===== src/shared/lsal_defines.vh =====
// constants for the limit status and alert logic
// How it works
// - out-of-limit comparison sets channel status bit
// - status bits stay set until read
// - read clears only bits whose condition ended
// - first register bit 7 summarises second register
// - first register bits 6..0 map temperature, voltage channels
// - bit 0 shows thermal alarm when pin reassigned
// - second register bits 7,6 flag diode faults
// - bit 5 follows shared pin function
// - second register bits 4..2 flag slow fans
// - overheat bit follows condition, not sticky
// - bit 0 flags 12 V or VID change
// - alert held while unmasked fault or unread
// - masks gate alert only, never status
// - first mask bit 7 blocks second register
// - first mask bits 6..0 gate matching status
// - alert routable to either of two pins
// - high is greater-than, low is less-or-equal
// - alert disabled until a pin carries it
// - second mask bits gate matching second status
`ifndef LSAL_DEFINES_VH
`define LSAL_DEFINES_VH

// register map
`define LSAL_ADDR_PRI_FLAGS  8'h41
`define LSAL_ADDR_SEC_FLAGS  8'h42
`define LSAL_ADDR_PRI_MASK   8'h74
`define LSAL_ADDR_SEC_MASK   8'h75

// reset values
`define LSAL_FLAGS_RST       8'h00
`define LSAL_MASK_RST        8'h00

// field positions, first register
`define LSAL_PRI_SUMMARY     7
`define LSAL_PRI_LOW_CH      0

// field positions, second register
`define LSAL_SEC_DIODE_B     7
`define LSAL_SEC_DIODE_A     6
`define LSAL_SEC_SHARED      5
`define LSAL_SEC_THIRD_COOLER_SLOW        4
`define LSAL_SEC_FIRST_COOLER_SLOW        2
`define LSAL_SEC_OVERHEAT    1
`define LSAL_SEC_TWELVE      0

// comparator channel indices
`define LSAL_CH_TWELVE       7
`define LSAL_NUM_CH          8

// shared pin function codes
`define LSAL_P14_TACH        2'h0
`define LSAL_P14_HEAT        2'h1
`define LSAL_P14_ALERT       2'h2
`define LSAL_P14_GPIO        2'h3

`endif


===== src/core/lsal_sync2.v =====
// two-flop synchroniser for pin inputs
`default_nettype none

module lsal_sync2 #(
    parameter W = 1
) (
    input  wire         clk,
    input  wire         sys_rst,
    input  wire [W-1:0] din,
    output reg  [W-1:0] dout_r
);

    reg [W-1:0] meta_r; // first stage, read only by dout_r

    // plain double flop; nothing else taps the first stage
    always @(posedge clk or posedge sys_rst) begin
        if (sys_rst) begin
            meta_r <= {W{1'b0}};
            dout_r <= {W{1'b0}};
        end else begin
            meta_r <= din;
            dout_r <= meta_r;
        end
    end

endmodule

`default_nettype wire


===== src/core/lsal_limit_cmp.v =====
// window comparator holding the latest limit result per channel
`default_nettype none

module lsal_limit_cmp #(
    parameter W = 8
) (
    input  wire         clk,
    input  wire         sys_rst,
    input  wire         cmp_valid,
    input  wire [W-1:0] cmp_value,
    input  wire [W-1:0] cmp_low,
    input  wire [W-1:0] cmp_high,
    output reg          out_of_limit_r
);

    wire high_hit; // strictly above high limit
    wire low_hit;  // at or below low limit

    assign high_hit = (cmp_value > cmp_high);
    assign low_hit  = (cmp_value <= cmp_low);

    // result only changes when a new conversion lands
    always @(posedge clk or posedge sys_rst) begin
        if (sys_rst) begin
            out_of_limit_r <= 1'b0;
        end else if (cmp_valid) begin
            out_of_limit_r <= high_hit | low_hit;
        end
    end

endmodule

`default_nettype wire


===== src/core/lsal_alert_core.v =====
// limit status registers, alert masks and alert pin drive
`include "lsal_defines.vh"
`default_nettype none

module lsal_alert_core #(
    parameter DW  = 8,                 // reading width
    parameter NCH = `LSAL_NUM_CH       // analog channels
) (
    input  wire              clk,
    input  wire              sys_rst,
    // register port from the serial interface engine
    input  wire [7:0]        reg_addr,
    input  wire              reg_wr,
    input  wire              reg_rd,
    input  wire [7:0]        reg_wdata,
    output reg  [7:0]        reg_rdata_r,
    // conversion results, channel 0 is 2.5 V, channel 7 is 12 V
    input  wire [NCH-1:0]    meas_valid,
    input  wire [NCH*DW-1:0] meas_value,
    input  wire [NCH*DW-1:0] meas_low_limit,
    input  wire [NCH*DW-1:0] meas_high_limit,
    // fault levels from same-clock logic
    input  wire              remote_diode_a_fault,
    input  wire              remote_diode_b_fault,
    input  wire              first_cooler_slow,
    input  wire              second_cooler_slow,
    input  wire              third_cooler_slow,
    input  wire              fourth_cooler_slow,
    input  wire              heat_timer_over,
    input  wire              overheat_limit_flag,
    // asynchronous pins
    input  wire              heat_alarm_pin_n,
    input  wire              general_io_six,
    input  wire [4:0]        voltage_id_inputs,
    // configuration levels
    input  wire              heat_on_low_pin,
    input  wire              vid_change_sel,
    input  wire              alert_on_pin10,
    input  wire [1:0]        pin14_func,
    // open-drain alert pins
    output reg               alert_pin10_out_r,
    output reg               alert_pin10_oe_r,
    output reg               alert_pin14_out_r,
    output reg               alert_pin14_oe_r
);

    // synchronised pin levels; the alarm is inverted ahead of the
    // flops so that their reset value matches an idle pin
    wire       heat_alarm_s;      // thermal alarm asserted, active high
    wire       gpio_s;            // general input six
    wire [4:0] vid_s;             // voltage id code

    // per channel held comparison result
    wire [NCH-1:0] cmp_flag;

    // raw conditions feeding the status bits
    reg  [7:0] pri_cond;
    reg  [7:0] sec_cond;

    // storage
    reg  [7:0] pri_flags_r;       // first status register, bits 6..0 stored
    reg  [7:0] sec_flags_r;       // second status register
    reg  [7:0] pri_mask_r;        // first mask register
    reg  [7:0] sec_mask_r;        // second mask register
    reg  [4:0] vid_prev_r;        // last seen voltage id code
    reg  [2:0] vid_seen_r;        // settle shift, all ones once codes are real

    reg  [7:0] pri_flags_nxt;
    reg  [7:0] sec_flags_nxt;
    reg  [7:0] reg_rdata_nxt;

    wire       pri_rd;            // read strobe on first status
    wire       sec_rd;            // read strobe on second status
    wire       vid_changed;       // code moved since last sample
    wire [7:0] pri_view;          // first register as software sees it
    wire       pri_alert;         // unmasked bit of the first register
    wire       sec_alert;         // unmasked bit of the second register
    wire       alert_req;         // any unmasked status bit
    wire       alert_en;          // some pin carries the alert
    wire       pin14_alert;       // shared pin set to alert

    // comparator loop index
    genvar g;

    // pins cross into the clock domain before use
    lsal_sync2 #(
        .W (7)
    ) u_pin_sync (
        .clk     (clk),
        .sys_rst (sys_rst),
        .din     ({~heat_alarm_pin_n, general_io_six, voltage_id_inputs}),
        .dout_r  ({heat_alarm_s, gpio_s, vid_s})
    );

    // one window comparator per analog channel
    // each comparator keeps its last verdict until the next conversion
    generate
        for (g = 0; g < NCH; g = g + 1) begin : g_cmp
            lsal_limit_cmp #(
                .W (DW)
            ) u_cmp (
                .clk            (clk),
                .sys_rst        (sys_rst),
                .cmp_valid      (meas_valid[g]),
                .cmp_value      (meas_value[g*DW +: DW]),
                .cmp_low        (meas_low_limit[g*DW +: DW]),
                .cmp_high       (meas_high_limit[g*DW +: DW]),
                .out_of_limit_r (cmp_flag[g])
            );
        end
    endgenerate

    // voltage id change tracking; the synchroniser still shows its reset
    // value for two edges after release and the previous code lags one
    // more, so comparisons wait until three edges have passed; otherwise
    // any non-zero code on the pins would look like a change
    always @(posedge clk or posedge sys_rst) begin
        if (sys_rst) begin
            vid_prev_r <= 5'h00;
            vid_seen_r <= 3'h0;
        end else begin
            vid_prev_r <= vid_s;
            vid_seen_r <= {vid_seen_r[1:0], 1'b1};
        end
    end

    // a change is a one-cycle pulse; the status bit makes it sticky
    assign vid_changed = vid_seen_r[2] & (vid_s != vid_prev_r);

    // conditions of the first status register
    // channel 7 is the 12 V input and belongs to the second register
    always @* begin
        pri_cond = `LSAL_FLAGS_RST;
        pri_cond[6:1] = cmp_flag[6:1];
        // low pin may be the thermal alarm input instead of 2.5 V
        if (heat_on_low_pin) begin
            pri_cond[`LSAL_PRI_LOW_CH] = heat_alarm_s;
        end else begin
            pri_cond[`LSAL_PRI_LOW_CH] = cmp_flag[0];
        end
    end

    // conditions of the second status register; these are levels from
    // same-clock logic, so they need no synchroniser of their own
    always @* begin
        sec_cond = `LSAL_FLAGS_RST;
        sec_cond[`LSAL_SEC_DIODE_B] = remote_diode_b_fault;
        sec_cond[`LSAL_SEC_DIODE_A] = remote_diode_a_fault;
        sec_cond[`LSAL_SEC_THIRD_COOLER_SLOW:`LSAL_SEC_FIRST_COOLER_SLOW] =
            {third_cooler_slow, second_cooler_slow, first_cooler_slow};
        sec_cond[`LSAL_SEC_OVERHEAT] = overheat_limit_flag;
        // shared pin function picks the bit 5 source
        case (pin14_func)
            `LSAL_P14_TACH: begin
                sec_cond[`LSAL_SEC_SHARED] = fourth_cooler_slow;
            end
            `LSAL_P14_HEAT: begin
                sec_cond[`LSAL_SEC_SHARED] = heat_timer_over;
            end
            `LSAL_P14_GPIO: begin
                sec_cond[`LSAL_SEC_SHARED] = gpio_s;
            end
            default: begin
                // pin carries the alert, nothing to report
                sec_cond[`LSAL_SEC_SHARED] = 1'b0;
            end
        endcase
        // 12 V window or voltage id change
        if (vid_change_sel) begin
            sec_cond[`LSAL_SEC_TWELVE] = vid_changed;
        end else begin
            sec_cond[`LSAL_SEC_TWELVE] = cmp_flag[`LSAL_CH_TWELVE];
        end
    end

    // read strobes on the two status addresses; the serial engine raises
    // reg_rd once per read, so a bit is cleared at most once per access
    assign pri_rd = reg_rd & (reg_addr == `LSAL_ADDR_PRI_FLAGS);
    assign sec_rd = reg_rd & (reg_addr == `LSAL_ADDR_SEC_FLAGS);

    // sticky update: a live condition always wins over a read clear,
    // so a bit whose fault persists survives the read
    // a fault that appears in the very cycle of the read is kept too
    always @* begin
        pri_flags_nxt = pri_cond | (pri_flags_r & {8{~pri_rd}});
        pri_flags_nxt[`LSAL_PRI_SUMMARY] = 1'b0; // summary is derived
        sec_flags_nxt = sec_cond | (sec_flags_r & {8{~sec_rd}});
        // overheat bit tracks its condition directly
        sec_flags_nxt[`LSAL_SEC_OVERHEAT] = overheat_limit_flag;
    end

    // status storage
    // reset clears every flag; nothing is reported until the first
    // conversions and fault levels arrive
    always @(posedge clk or posedge sys_rst) begin
        if (sys_rst) begin
            pri_flags_r <= `LSAL_FLAGS_RST;
            sec_flags_r <= `LSAL_FLAGS_RST;
        end else begin
            pri_flags_r <= pri_flags_nxt;
            sec_flags_r <= sec_flags_nxt;
        end
    end

    // mask registers, plain read/write; they never touch status
    // writes to the status addresses fall through and are ignored
    always @(posedge clk or posedge sys_rst) begin
        if (sys_rst) begin
            pri_mask_r <= `LSAL_MASK_RST;
            sec_mask_r <= `LSAL_MASK_RST;
        end else if (reg_wr) begin
            if (reg_addr == `LSAL_ADDR_PRI_MASK) begin
                pri_mask_r <= reg_wdata;
            end
            if (reg_addr == `LSAL_ADDR_SEC_MASK) begin
                sec_mask_r <= reg_wdata;
            end
        end
    end

    // summary bit set whenever the second register holds anything
    // it follows the stored flags, so it drops in the same cycle as the
    // last stored second-register bit clears, one cycle after the clearing read
    assign pri_view = {(|sec_flags_r), pri_flags_r[6:0]};

    // read data, registered; unmapped addresses read zero
    // the first register is read through its view so bit 7 is current
    always @* begin
        case (reg_addr)
            `LSAL_ADDR_PRI_FLAGS: begin
                reg_rdata_nxt = pri_view;
            end
            `LSAL_ADDR_SEC_FLAGS: begin
                reg_rdata_nxt = sec_flags_r;
            end
            `LSAL_ADDR_PRI_MASK: begin
                reg_rdata_nxt = pri_mask_r;
            end
            `LSAL_ADDR_SEC_MASK: begin
                reg_rdata_nxt = sec_mask_r;
            end
            default: begin
                reg_rdata_nxt = `LSAL_FLAGS_RST;
            end
        endcase
    end

    // capture read data only on a read so the bus sees a stable value
    // holding it between reads lets a slow serial engine shift it out
    always @(posedge clk or posedge sys_rst) begin
        if (sys_rst) begin
            reg_rdata_r <= `LSAL_FLAGS_RST;
        end else if (reg_rd) begin
            reg_rdata_r <= reg_rdata_nxt;
        end
    end

    // first register: each mask bit gates the status bit beside it;
    // bit 7 is left out because the summary is only a copy of the
    // second register and is gated there instead
    assign pri_alert = |(pri_flags_r[6:0] & ~pri_mask_r[6:0]);

    // second register: own mask per bit, and mask bit 7 of the first
    // register silences the whole register at once
    assign sec_alert = (|(sec_flags_r & ~sec_mask_r)) &
                       ~pri_mask_r[`LSAL_PRI_SUMMARY];

    // alert request: sticky bits already hold live faults, so the
    // alert covers both the fault period and the time until read;
    // masking never touches the flags themselves
    assign alert_req = pri_alert | sec_alert;

    // the alert function is on when any pin carries it; reset does not touch
    // the routing inputs, so a pin routed before reset still carries it after
    assign pin14_alert = (pin14_func == `LSAL_P14_ALERT);
    assign alert_en    = alert_on_pin10 | pin14_alert;

    // open-drain drive on pin 10: data always low, the enable pulls the
    // wire; registered so that the pin never glitches on a read clear
    always @(posedge clk or posedge sys_rst) begin
        if (sys_rst) begin
            alert_pin10_out_r <= 1'b0;
            alert_pin10_oe_r  <= 1'b0;
        end else begin
            // released unless this pin was chosen to carry the alert
            alert_pin10_out_r <= 1'b0;
            alert_pin10_oe_r  <= alert_en & alert_on_pin10 & alert_req;
        end
    end

    // open-drain drive on pin 14, same scheme; both pins may carry the
    // alert at once when both are routed, which suits a wired-or bus
    always @(posedge clk or posedge sys_rst) begin
        if (sys_rst) begin
            alert_pin14_out_r <= 1'b0;
            alert_pin14_oe_r  <= 1'b0;
        end else begin
            // released unless the shared pin is set to the alert function
            alert_pin14_out_r <= 1'b0;
            alert_pin14_oe_r  <= alert_en & pin14_alert & alert_req;
        end
    end

endmodule

`default_nettype wire


===== config.mk =====
export PLATFORM = sky130hd
export DESIGN_NAME = lsal_alert_core
export DESIGN_NICKNAME = d
export VERILOG_FILES = /design/src/core/lsal_sync2.v /design/src/core/lsal_limit_cmp.v /design/src/core/lsal_alert_core.v
export VERILOG_INCLUDE_DIRS = /design/src /design/src/shared
export SDC_FILE = /design/constraint.sdc
export NUM_CORES = 1
export LEC_CHECK = 0
export ABC_CLOCK_PERIOD_IN_PS = 3020
export BUFFER_PORTS_ARGS = -buffer_cell sky130_fd_sc_hd__clkbuf_2
export CORE_MARGIN = 2
export CORE_UTILIZATION = 45
export DETAILED_ROUTE_END_ITERATION = 10
export PLACE_DENSITY = 0.73
export SLEW_MARGIN = 20
export SYNTH_ARGS = -nofsm -noshare
export SYNTH_HDL_FRONTEND = slang
export SYNTH_SLANG_ARGS = --single-unit

===== constraint.sdc =====
create_clock -name clk -period 3.02 [get_ports clk]
set_clock_uncertainty 0.15 [all_clocks]
set_input_delay 0.302 -clock clk [delete_from_list [all_inputs] [get_ports clk]]
set_output_delay 0.302 -clock clk [all_outputs]
set_load 0.005 [all_outputs]

==> impl_metrics.toml <==
[critical_path]
critical_path_class = "primary input to register"
cp.required_ns = 3.08
crit_path_end_kind = "register"
start_kind = "primary input"
cp.arrival_ns = 1.91
worst_r2r_endpoint = "reg_rdata_r[7]"
rr_worst_depth = 5
worstPathMaxFanout = 10
ff2ff_setup_slack_ns = 1.59
worst_r2r_startpoint = "sec_flags_r[2]"

[drt]
dr.pass1.iters = 4
wl_mm = 14.4
antenna_left = 0
wl_per_cell_um = 13.0
viasPerCell = 5.06
drtIter0Drc = 158
drc_errors = 0
vias = 5607

[die]
die_y_um = 119
coreArea_um2 = 13100
rows = 42
fp.dieW_um = 119
ios = 252
dieArea_um2 = 14200
start_util_pct = 45.6

[timing]
clock.fmax_mhz = 540
final_hold_viol_count = 0
layout_min_cycle_time_ns = 1.85
worstMarginPinSlew_ns = 0.801
slew_violations = 0
finalCritPeriodShare_pct = 61.3
slew_headroom_pct = 46.2
tns_ns = 0
rsz0062_at_grt = "no"
finalSetupViolations = 0
fin_ws_ns = 1.17

[clock_network]
cts_buffers = 9
clock-sinks = 71
clk_pin_slew_ns = 0.05
cts.htree.levels = 3
clk_latency_ns = 0.33
clockBufferDepth = 2
clock_tree.root_cell = "clkbuf_16"
cts_resized = 0
cts_tree = "built"

[yosys]
synth_seq_cells = 71
syn_avg_cell_area_um2 = 9.09
syn_area_um2 = 5970
seq_area_frac_synth_pct = 29.7
yosys_warnings = 0
async_reset_ff_share_pct = 100
synth_edf_count = 0
postSynthCellCount = 657
yosys_most_used_dff = "dfrtp_1"
ys_types = 49

[hold_path]
whs_path_depth = 2
hp-start = "meas_valid[4]"
holdPathEnd = "g_cmp[4].u_cmp.out_of_limit_r"
hp-class = "primary input to register"

[layout]
fin_nets = 1295
syn_to_final_growth_pct = 32.1
antenna-diode-count = 0
drive_above_1_share_pct = 30.3

[global_routing]
grt_usage_pct = 20.7
grt_pass1_vias = 5469
grt-ovfl-total = 0
grt_max_degree = 72
antenna_found_initial = 0
grt_first_pass_wirelength_mm = 23.9

[flow_run]
drv_cap = 0

[status]
outcome = "finished, final reports clean"

[place]
gp_congestion = 0.911
detailedPlace.worstSlack_ns = 0.846
port_buffers = 249
dp_hpwl_mm = 12.4

[pwr]
leakage_uw = 0.00443
peakVddDrop_uv = 348
p_per_area_nw_per_um2 = 353
[logic make-up (layout without fill, tap and decap cells)]
family / after synthesis / after routing / synth area share, %
simple gates: 113 / 113 / 11.0
buf+inv: 147 / 421 / 9.45
compound gates: 176 / 176 / 18.8
fa+ha+maj: 128 / 128 / 26.8
mux: 15 / 15 / 3.29
xor+xnor: 5 / 5 / 0.733
other cells: 2 / 3 / 0.126
flops: 71 / 71 / 29.7
[report_power, final]
group	leakage [uW]	internal, uW	switching, uW	total, uW
combinational	0.00348	341	322	664
sequential	0.000805	998	29.2	1030
clock	0.000147	706	390	1100
[repair_timing]
item,CTS,global route
buffers inserted,0,0
hold buffers,13,0
endpoints found under the hold margin,83,0
[cell usage in the layout (no fill, tap or decap), types with 8 or more instances in the layout]
cell and count:
o211ai_1 18, nor2_1 12, o22ai_1 10, clkbuf_2 249, o21ai_0 21, dfrtp_1 71, nand4_1 33, mux2_4 8
nand2_1 25, inv_1 138, clkbuf_16 9, o22a_1 9, ha_1 128, nor2b_1 20, a31oi_1 8, a21o_1 11
a21oi_1 59, dlygate4sd3_1 13
[layout make-up]
cell class / instances / area, um2
Tap cell: 176 / 220
Clock buffer: 12 / 267
Inverter: 139 / 522
Sequential cell: 71 / 1780
Clock inverter: 4 / 52.6
Timing Repair Buffer: 266 / 1420
Fill cell: 1147 / 5190
Multi-Input combinational cell: 440 / 3640
[per-layer routing]
metal	GRT usage, %	part of all wire, %	vias to the layer above
met5	0	0	-
met4	8.26	2.6	0
met3	3.93	6.8	29
met2	36.4	49	186
met1	24.8	41	2514
li1	-	-	2878
[state kept, by name (all words and copies together) (netlist names)]
signal	flops
u_pin_sync.dout_r	7
alert_pin14_oe_r	1
g_cmp.u_cmp.out_of_limit_r	8
u_pin_sync.meta_r	7
reg_rdata_r	8
sec_mask_r	8
vid_seen_r	3
alert_pin10_oe_r	1
pri_flags_r	7
pri_mask_r	8
sec_flags_r	8
vid_prev_r	5
[worst max-delay path, cell delays in order]
cell and delay [ns]:
clkbuf_2 0.10, nand2b_1 0.19, nor4b_4 0.51, nand3_1 0.41
a221o_1 0.39
[stage by stage]
step	hold WS, ns	util [%]	power (uW)	instances	instance area (um2)
4_1_cts	0.000517	60.3	2820	1108	7890
3_5_place_dp	0.185	56.9	1690	1079	7440
2_1_floorplan	0.181	-	1410	658	5980
6_report	0.0127	60.3	2790	1108	7890
3_3_place_gp	0.182	56.9	1680	1079	7440
5_1_grt	0.00837	60.3	2960	1108	7890
[Yosys cell counts (2+ instances only)]
| library cell | number | share of area, % |
|---|---|---|
| o211ai_1 | 18 | 2.3 |
| o21ai_0 | 21 | 1.8 |
| a21oi_1 | 59 | 4.9 |
| xnor2_1 | 2 | 0.29 |
| mux2_4 | 8 | 2.0 |
| nor4_1 | 3 | 0.31 |
| nor2_1 | 12 | 0.75 |
| a22oi_1 | 7 | 0.88 |
| nand2b_1 | 2 | 0.21 |
| o21ai_1 | 6 | 0.50 |
| a211oi_1 | 3 | 0.38 |
| or2_1 | 3 | 0.31 |
| a21o_1 | 11 | 1.4 |
| ha_1 | 128 | 27 |
| o2bb2ai_1 | 7 | 1.0 |
| nand2_1 | 25 | 1.6 |
| o22ai_1 | 10 | 1.0 |
| clkbuf_1 | 4 | 0.25 |
| xor2_1 | 3 | 0.44 |
| a22o_1 | 7 | 1.0 |
| o22a_1 | 9 | 1.3 |
| mux2i_1 | 2 | 0.34 |
| nand3_1 | 5 | 0.42 |
| nor3_1 | 2 | 0.17 |
| inv_1 | 139 | 8.7 |
| nand4_1 | 33 | 3.5 |
| conb_1 | 2 | 0.13 |
| o31ai_1 | 3 | 0.38 |
| a31oi_1 | 8 | 0.84 |
| buf_4 | 3 | 0.38 |
| mux2_1 | 5 | 0.94 |
| dfrtp_1 | 71 | 30 |
| nor2b_1 | 20 | 2.1 |
[how the worst max path moves through the flow]
stage / from / to
2_1_floorplan: sys_rst / alert_pin10_oe_r
3_3_place_gp: reg_addr[6] / sec_mask_r[1]
3_5_place_dp: reg_addr[7] / pri_flags_r[0]
4_1_cts: reg_addr[7] / pri_flags_r[0]
5_1_grt: reg_addr[7] / pri_flags_r[0]
6_report: reg_addr[7] / pri_flags_r[0]
No activity file was read; power rests on OpenSTA's default activity.
